<file path="src/inc/acs_pkg.sv">
package acs_pkg;

   // ---------------------------------------------------------------
   // Timing
   // ---------------------------------------------------------------
   localparam int unsigned CLK_PERIOD_NS = 10;
   localparam int unsigned CAL_TIME_MS   = 41;
   localparam int unsigned CAL_CYCLES    = (CAL_TIME_MS * 1000000) / CLK_PERIOD_NS;

   // ---------------------------------------------------------------
   // Register map (byte addresses)
   // ---------------------------------------------------------------
   localparam logic [7:0]  CTRL_OFFSET = 8'h00;
   localparam logic [7:0]  CTRL_LAST   = 8'h0E;
   localparam logic [7:0]  STAT_OFFSET = 8'h10;
   localparam logic [15:0] CTRL_RESET  = 16'h0000;
   localparam logic [1:0]  RESP_OKAY   = 2'h0;
   localparam logic [1:0]  RESP_SLVERR = 2'h2;

   // ---------------------------------------------------------------
   // Scan sizes
   // ---------------------------------------------------------------
   localparam logic [3:0] SCAN_LAST_LONG  = 4'hF;
   localparam logic [3:0] SCAN_LAST_SHORT = 4'h7;

   typedef struct packed {
      logic       fail_lamp_off;
      logic       soft_reset;
      logic       autoscan_enable;
      logic       signed_format_select;
      logic       test_flag_one;
      logic       single_channel_enable;
      logic       scan_size_select;
      logic [4:0] reserved;
      logic [3:0] poll_channel_select;
   } acs_ctrl_t;

   typedef struct packed {
      logic [6:0] ctrl_mirror;
      logic       calibration_in_progress;
      logic [3:0] zero;
      logic [3:0] poll_channel_select;
   } acs_status_t;

   typedef struct packed {
      logic       start;
      logic [3:0] channel;
   } acs_conv_t;

   typedef enum logic [1:0] {
      ACS_IDLE = 2'b00,
      ACS_CONV = 2'b01,
      ACS_CAL  = 2'b10
   } acs_state_t;

endpackage : acs_pkg

</file>
<file path="src/hdl/acs_control.sv">
`timescale 1ns/1ps
module acs_control #(
   parameter int unsigned ADDR_W     = 8,
   parameter int unsigned CAL_CYCLES = acs_pkg::CAL_CYCLES
) (
   input  wire logic              ref_clk,
   input  wire logic              rst_n,
   input  wire logic [ADDR_W-1:0] s_axi_awaddr,
   input  wire logic              s_axi_awvalid,
   output      logic              s_axi_awready,
   input  wire logic [31:0]       s_axi_wdata,
   input  wire logic [3:0]        s_axi_wstrb,
   input  wire logic              s_axi_wvalid,
   output      logic              s_axi_wready,
   output      logic [1:0]        s_axi_bresp,
   output      logic              s_axi_bvalid,
   input  wire logic              s_axi_bready,
   input  wire logic [ADDR_W-1:0] s_axi_araddr,
   input  wire logic              s_axi_arvalid,
   output      logic              s_axi_arready,
   output      logic [31:0]       s_axi_rdata,
   output      logic [1:0]        s_axi_rresp,
   output      logic              s_axi_rvalid,
   input  wire logic              s_axi_rready,
   input  wire logic              conv_done,
   output      acs_pkg::acs_conv_t conv_req,
   output      logic              calibration_in_progress,
   output      logic              fail_lamp_off,
   output      logic              signed_format_select
);

   // ---------------------------------------------------------------
   // Byte-lane folding
   // ---------------------------------------------------------------
   // A halfword at offset 2 arrives on lanes 3:2, so both halves fold
   // onto the one 16-bit control word.
   function automatic logic [7:0] acs_lane(input logic [7:0] old_v,
                                          input logic [31:0] d,
                                          input logic [3:0] s,
                                          input logic hi);
      logic [7:0] v;
      v = old_v;
      if (s[{1'b0, hi}]) v = hi ? d[15:8] : d[7:0];
      if (s[{1'b1, hi}]) v = hi ? d[31:24] : d[23:16];
      return v;
   endfunction : acs_lane

   // ---------------------------------------------------------------
   // Registers
   // ---------------------------------------------------------------
   acs_pkg::acs_ctrl_t  ctrl;
   acs_pkg::acs_state_t state;
   logic [ADDR_W-1:0]   aw_addr;
   logic [31:0]         w_data;
   logic [3:0]          w_strb;
   // Ready outputs are flops; the held flags are just their inverse
   wire logic           aw_held = !s_axi_awready;
   wire logic           w_held  = !s_axi_wready;
   logic                soft_pend;
   logic [31:0]         cal_cnt;
   logic [3:0]          scan_idx;

   // ---------------------------------------------------------------
   // Decode
   // ---------------------------------------------------------------
   wire logic [7:0]  aw_off      = 8'(aw_addr);
   wire logic [7:0]  ar_off      = 8'(s_axi_araddr);
   wire logic        aw_is_ctrl  = (aw_off <= acs_pkg::CTRL_LAST) &&
                                   (aw_addr[ADDR_W-1:2] == (ADDR_W-2)'(aw_off[7:2]));
   wire logic        ar_is_ctrl  = (ar_off <= acs_pkg::CTRL_LAST) &&
                                   (s_axi_araddr[ADDR_W-1:2] == (ADDR_W-2)'(ar_off[7:2]));
   wire logic        ar_is_stat  = (s_axi_araddr == ADDR_W'(acs_pkg::STAT_OFFSET));
   wire logic        wr_fire     = aw_held && w_held && !s_axi_bvalid;
   wire logic        ctrl_wr     = wr_fire && aw_is_ctrl;
   wire logic        rd_fire     = s_axi_arvalid && s_axi_arready;
   wire logic [15:0] next_ctrl_w = {acs_lane(ctrl[15:8], w_data, w_strb, 1'b1),
                                    acs_lane(ctrl[7:0], w_data, w_strb, 1'b0)};
   wire acs_pkg::acs_ctrl_t next_ctrl = next_ctrl_w;
   wire logic        both_on     = ctrl.autoscan_enable && ctrl.single_channel_enable;
   wire logic        scan_go     = ctrl.autoscan_enable && !both_on;
   wire logic        poll_go     = ctrl.single_channel_enable && !both_on;
   wire logic [3:0]  scan_last   = ctrl.scan_size_select ? acs_pkg::SCAN_LAST_SHORT
                                                         : acs_pkg::SCAN_LAST_LONG;
   wire logic [3:0]  next_scan   = (scan_idx >= scan_last) ? 4'h0 : scan_idx + 4'h1;
   wire logic [3:0]  start_chan  = poll_go ? ctrl.poll_channel_select : scan_idx;

   // Status word: every bit is either live or a constant
   wire acs_pkg::acs_status_t status = '{
      ctrl_mirror:             ctrl[15:9],
      calibration_in_progress: calibration_in_progress,
      zero:                    4'h0,
      poll_channel_select:     ctrl.poll_channel_select
   };

   // ---------------------------------------------------------------
   // AXI4-Lite write channel
   // ---------------------------------------------------------------
   always_ff @(posedge ref_clk or negedge rst_n) begin
      if (!rst_n) begin
         s_axi_awready <= 1'b1;
         s_axi_wready  <= 1'b1;
         aw_addr      <= '0;
         w_data       <= 32'h0000_0000;
         w_strb       <= 4'h0;
         s_axi_bvalid <= 1'b0;
         s_axi_bresp  <= acs_pkg::RESP_OKAY;
      end else begin
         if (s_axi_awvalid && !aw_held) begin
            s_axi_awready <= 1'b0;
            aw_addr <= s_axi_awaddr;
         end
         if (s_axi_wvalid && !w_held) begin
            s_axi_wready <= 1'b0;
            w_data <= s_axi_wdata;
            w_strb <= s_axi_wstrb;
         end
         if (wr_fire) begin
            s_axi_awready <= 1'b1;
            s_axi_wready  <= 1'b1;
            s_axi_bvalid <= 1'b1;
            s_axi_bresp  <= aw_is_ctrl ? acs_pkg::RESP_OKAY : acs_pkg::RESP_SLVERR;
         end else if (s_axi_bready) begin
            s_axi_bvalid <= 1'b0;
         end
      end
   end

   // ---------------------------------------------------------------
   // AXI4-Lite read channel
   // ---------------------------------------------------------------
   // Write-only control space answers zero rather than an error, so
   // drivers that probe the block do not fault.
   always_ff @(posedge ref_clk or negedge rst_n) begin
      if (!rst_n) begin
         s_axi_arready <= 1'b1;
         s_axi_rvalid <= 1'b0;
         s_axi_rdata  <= 32'h0000_0000;
         s_axi_rresp  <= acs_pkg::RESP_OKAY;
      end else if (rd_fire) begin
         s_axi_arready <= 1'b0;
         s_axi_rvalid <= 1'b1;
         s_axi_rdata  <= ar_is_stat ? {16'h0000, status} : 32'h0000_0000;
         s_axi_rresp  <= (ar_is_stat || ar_is_ctrl) ? acs_pkg::RESP_OKAY
                                                    : acs_pkg::RESP_SLVERR;
      end else if (s_axi_rready) begin
         s_axi_arready <= 1'b1;
         s_axi_rvalid <= 1'b0;
      end
   end

   // ---------------------------------------------------------------
   // Control word
   // ---------------------------------------------------------------
   // Reserved bits are not stored, so they read back as zero whatever
   // software wrote. Soft reset clears the word itself too.
   always_ff @(posedge ref_clk or negedge rst_n) begin
      if (!rst_n) begin
         ctrl      <= acs_pkg::CTRL_RESET;
         soft_pend <= 1'b0;
      end else begin
         soft_pend <= 1'b0;
         if (ctrl_wr) begin
            if (next_ctrl.soft_reset) begin
               ctrl      <= acs_pkg::CTRL_RESET;
               soft_pend <= 1'b1;
            end else begin
               ctrl          <= next_ctrl;
               ctrl.reserved <= 5'h00;
            end
         end
      end
   end

   // ---------------------------------------------------------------
   // Sequencer and calibration
   // ---------------------------------------------------------------
   // Calibration runs after any reset; it holds off conversions. A
   // conversion under way when a plain write drops autoscan is still completed; a soft reset abandons it.
   always_ff @(posedge ref_clk or negedge rst_n) begin
      if (!rst_n) begin
         state                   <= acs_pkg::ACS_CAL;
         cal_cnt                 <= 32'(CAL_CYCLES);
         calibration_in_progress <= 1'b1;
         scan_idx                <= 4'h0;
         conv_req                <= '0;
      end else if (soft_pend) begin
         state                   <= acs_pkg::ACS_CAL;
         cal_cnt                 <= 32'(CAL_CYCLES);
         calibration_in_progress <= 1'b1;
         scan_idx                <= 4'h0;
         conv_req                <= '0;
      end else begin
         conv_req.start <= 1'b0;
         case (state)
            acs_pkg::ACS_CAL: begin
               if (cal_cnt <= 32'h0000_0001) begin
                  state                   <= acs_pkg::ACS_IDLE;
                  calibration_in_progress <= 1'b0;
               end
               cal_cnt <= cal_cnt - 32'h0000_0001;
            end
            acs_pkg::ACS_IDLE: begin
               if (!scan_go) scan_idx <= 4'h0;
               if (scan_go || poll_go) begin
                  conv_req.start   <= 1'b1;
                  conv_req.channel <= start_chan;
                  state            <= acs_pkg::ACS_CONV;
               end
            end
            acs_pkg::ACS_CONV: begin
               if (conv_done) begin
                  state <= acs_pkg::ACS_IDLE;
                  if (scan_go) scan_idx <= next_scan;
               end
            end
            default: state <= acs_pkg::ACS_IDLE;
         endcase
      end
   end

   always_ff @(posedge ref_clk or negedge rst_n) begin
      if (!rst_n) begin
         fail_lamp_off        <= 1'b0;
         signed_format_select <= 1'b0;
      end else begin
         fail_lamp_off        <= ctrl.fail_lamp_off;
         signed_format_select <= ctrl.signed_format_select;
      end
   end
endmodule : acs_control

</file>
<file path="config.mk">
export PLATFORM = sky130hd
export DESIGN_NAME = acs_control
export DESIGN_NICKNAME = d
export VERILOG_FILES = /design/src/inc/acs_pkg.sv /design/src/hdl/acs_control.sv
export SDC_FILE = /design/constraint.sdc
export NUM_CORES = 1
export LEC_CHECK = 0
export BUFFER_PORTS_ARGS = -buffer_cell sky130_fd_sc_hd__buf_4
export CORE_ASPECT_RATIO = 0.9
export CORE_MARGIN = 1.5
export CORE_UTILIZATION = 40
export CTS_BUF_LIST = sky130_fd_sc_hd__clkbuf_8
export DETAILED_ROUTE_END_ITERATION = 10
export PLACE_DENSITY = 0.61
export SYNTH_ARGS = -nofsm -noshare
export SYNTH_HDL_FRONTEND = slang
export SYNTH_SLANG_ARGS = --single-unit
</file>
<file path="constraint.sdc">
create_clock -name ref_clk -period 2.94 [get_ports ref_clk]
set_input_delay 0.294 -clock ref_clk [delete_from_list [all_inputs] [get_ports ref_clk]]
set_output_delay 0.294 -clock ref_clk [all_outputs]
set_load 0.005 [all_outputs]
</file>
==> reports/qor.yml <==
worst_setup_path:
  criticalPathCategory: "reg -> reg"
  reg2reg_depth: 4
  cp-end-kind: "register"
  critPathMaxStageDelay_ns: 0.59
  cp.arrival_ns: 2.50
  required_ns: 3.23
  path_cells: "nor4_4 -> nand3_2 -> or4_1 -> a21oi_1"
  cp_max_fo: 14
  crit_slowest_cell: "or4_1"
  reg2reg_slack_ns: 0.72
  cp-start-kind: "register"
logic_synthesis:
  synth_seq_cells: 109
  yosysSeqAreaShare_pct: 53.60
  ys.flop_type: "dfrtp_1"
  synth_area_um2: 5129
  syn_area_per_cell_um2: 11.55
  netlist_instances: 444
  async_reset_ff_share_pct: 100.0
  ys_types: 55
  yosysWarnings: 0
  synth_edf_count: 0
detailed_routing:
  wire_per_inst_um: 15.23
  routed_wl_um: 10510
  firstDrtPassIters: 4
  viasPerCell: 5.264
  via_count: 3632
  drt_iter0_drc: 187
  drc: 0
  ant_nets: 0
cts:
  cts_setup_buffers: 0
  cts_sinks: 109
  clockBufferDepth: 2
  cts_resized: 0
  hold_buffers: 1
  tritoncts: "built"
  htreeDepth: 3
  cts_buffers: 9
  root_buffer: "clkbuf_8"
  clkSlewWorstSetupHoldPaths_ns: 0.09
  insertion_delay_ns: 0.36
flow_run:
  maxCapViolations: 0
cells_and_area:
  nets: 587
  layout_commonest_cell: "dfrtp_1"
  diodes: 0
  synthToLayoutAreaGrowth_pct: 16.88
  num-fill-cells: 1145
  mostFrequentLayoutCells: "dfrtp_1, buf_4, mux2_2"
  design_area_um2: 5995
  drive_gt1_share_pct: 33.08
timing:
  fin_setup_tns_ns: 0
  post-route-min-period_ns: 2.217
  rsz0062_at_grt: "no"
  finalHoldViolations: 0
  finalCritPeriodShare_pct: 75.40
  worstMarginPinSlew_ns: 1.061
  finClkSkew_ns: 0.01142
  worst_hold_slack_ns: 0.08855
  setup_viol: 0
  slew_headroom_pct: 29.11
  fmax_mhz: 451.1
  finalMaxSlewViolations: 0
placed_design:
  portBuffers: 75
  dp_hpwl_um: 7552
  placed_area_um2: 5797
  gp_congestion: 0.7712
power:
  p_sw_share_pct: 35.66
  total_power_w: 0.005553
  seqPwrFrac_pct: 48.1
  p_int_w: 0.003573
  p_comb_share_pct: 36.2
  vdd_drop_max_v: 0.0004751
  switchingPower_w: 0.001980
  leakagePower_nw: 2.715
  powerDensity_nw_per_um2: 926.3
  clock_power_share_pct: 15.7
global_route:
  grt_overflow: 0
  grt_pass1_wl_um: 17920
  grt_usage_pct: 16.59
  antenna_found_initial: 0
  grt_max_degree: 49
  grt_pass1_vias: 3658
outcome:
  status: "finished, final reports clean"
hold_path:
  hp-class: "in -> reg"
  holdPathStages: 2
floorplan:
  core_um2: 12590
  rows: 39
  die-height_um: 110.4
  die_w_um: 122.4
  start_util_pct: 40.74
  die_area_um2: 13510
  ios: 109
power groups by stage:
stage                     Sequential (W)  Clock, W  Combinational [W]
after detailed placement         0.00269         0            0.00202
after floorplan                  0.00253         0            0.00154
after CTS                        0.00267  0.000905            0.00203
final                            0.00267  0.000873            0.00201
after global placement           0.00266         0            0.00195
after global routing             0.00276  0.000963            0.00228
area by class of cell:
class / count / area (um2) / share of cell area [%]
Sequential cell: 109 / 2749 / 45.86
Clock buffer: 10 / 137.6 / 2.296
Inverter: 11 / 41.29 / 0.6888
Tap cell: 164 / 205.2 / 3.423
Timing Repair Buffer: 83 / 625.6 / 10.44
Clock inverter: 6 / 50.05 / 0.8349
Multi-Input combinational cell: 307 / 2186 / 36.46
cells in the mapped netlist (2+ instances only):
cell,number,area (um2)
dfrtp_1,92,2302
mux2_2,44,495.5
nor2_1,29,108.9
buf_4,23,172.7
dfstp_2,17,446.7
nand3_1,16,80.08
nand2_1,15,56.30
a21oi_1,13,65.06
clkbuf_1,13,48.80
o21ai_0,13,65.06
a22o_1,12,105.1
inv_1,11,41.29
mux2i_1,11,110.1
nor4_1,11,68.82
or2_2,10,62.56
o31ai_1,9,67.56
or3_1,9,56.30
or4_1,9,67.56
nor3_1,8,40.04
ha_1,6,75.07
xor2_1,6,52.55
a211oi_1,5,37.54
a22oi_1,5,37.54
nand2b_1,5,31.28
nand4_1,4,25.02
nor2b_1,4,25.02
o311ai_0,4,35.03
o41ai_1,4,35.03
o2bb2ai_1,3,26.28
xnor2_1,3,26.28
buf_2,2,10.01
nand3b_1,2,15.01
o21a_1,2,15.01
o21bai_1,2,15.01
o31a_1,2,17.52
flip-flops by register name, indices dropped and copies added, names as in the netlist:
name                     cells
signed_format_select         1
s_axi_awready                1
fail_lamp_off                1
s_axi_bvalid                 1
scan_idx                     4
s_axi_wready                 1
s_axi_rvalid                 1
ctrl                        10
cal_cnt                     32
soft_pend                    1
w_data                      22
s_axi_rresp                  1
state                        2
s_axi_arready                1
w_strb                       4
calibration_in_progress      1
aw_addr                      8
s_axi_rdata                 11
s_axi_bresp                  1
conv_req                     5
routing by layer:
metal	routed length [um]	track usage, %
met4	79	4.419
met2	4801	25.18
met1	5169	23.89
met5	0	0
met3	460	3.822
through the flow:
stage / utilization [%] / worst slack (ns) / cells
2_1_floorplan: - / 1.122 / 466
3_3_place_gp: 46.04 / 0.8014 / 673
3_5_place_dp: 46.04 / 0.7193 / 673
4_1_cts: 47.61 / 0.6939 / 690
5_1_grt: 47.61 / 0.5443 / 690
6_report: 47.61 / 0.7233 / 690
worst paths after layout:
kind,startpoint,endpoint
setup reg to reg,cal_cnt[4],cal_cnt[22]
min in group asynchronous,rst_n,cal_cnt[22]
hold reg to reg,ctrl[15],fail_lamp_off
setup / recovery,cal_cnt[4],cal_cnt[22]
max in group asynchronous,rst_n,s_axi_arready
hold / removal,s_axi_wvalid,s_axi_wready
critical path, delay by kind of cell, from the launching register on:
family,cells,cell delay [ns]
flops,1,0.45
compound gates,1,0.15
simple gates,3,1.54
cell families (layout without fill, tap and decap cells):
logic type	count (synthesis)	after routing	synth area share, %
AND/OR/NAND/NOR	134	134	14.95
AO/OA/AOI/OAI	80	80	11.17
other	1	23	0.07312
buffers and inverters	50	110	5.392
adder cells (fa/ha/maj)	6	6	1.464
XOR/XNOR	9	9	1.537
multiplexers	55	55	11.81
flip-flops	109	109	53.60
(Power assumes the default switching activity.)
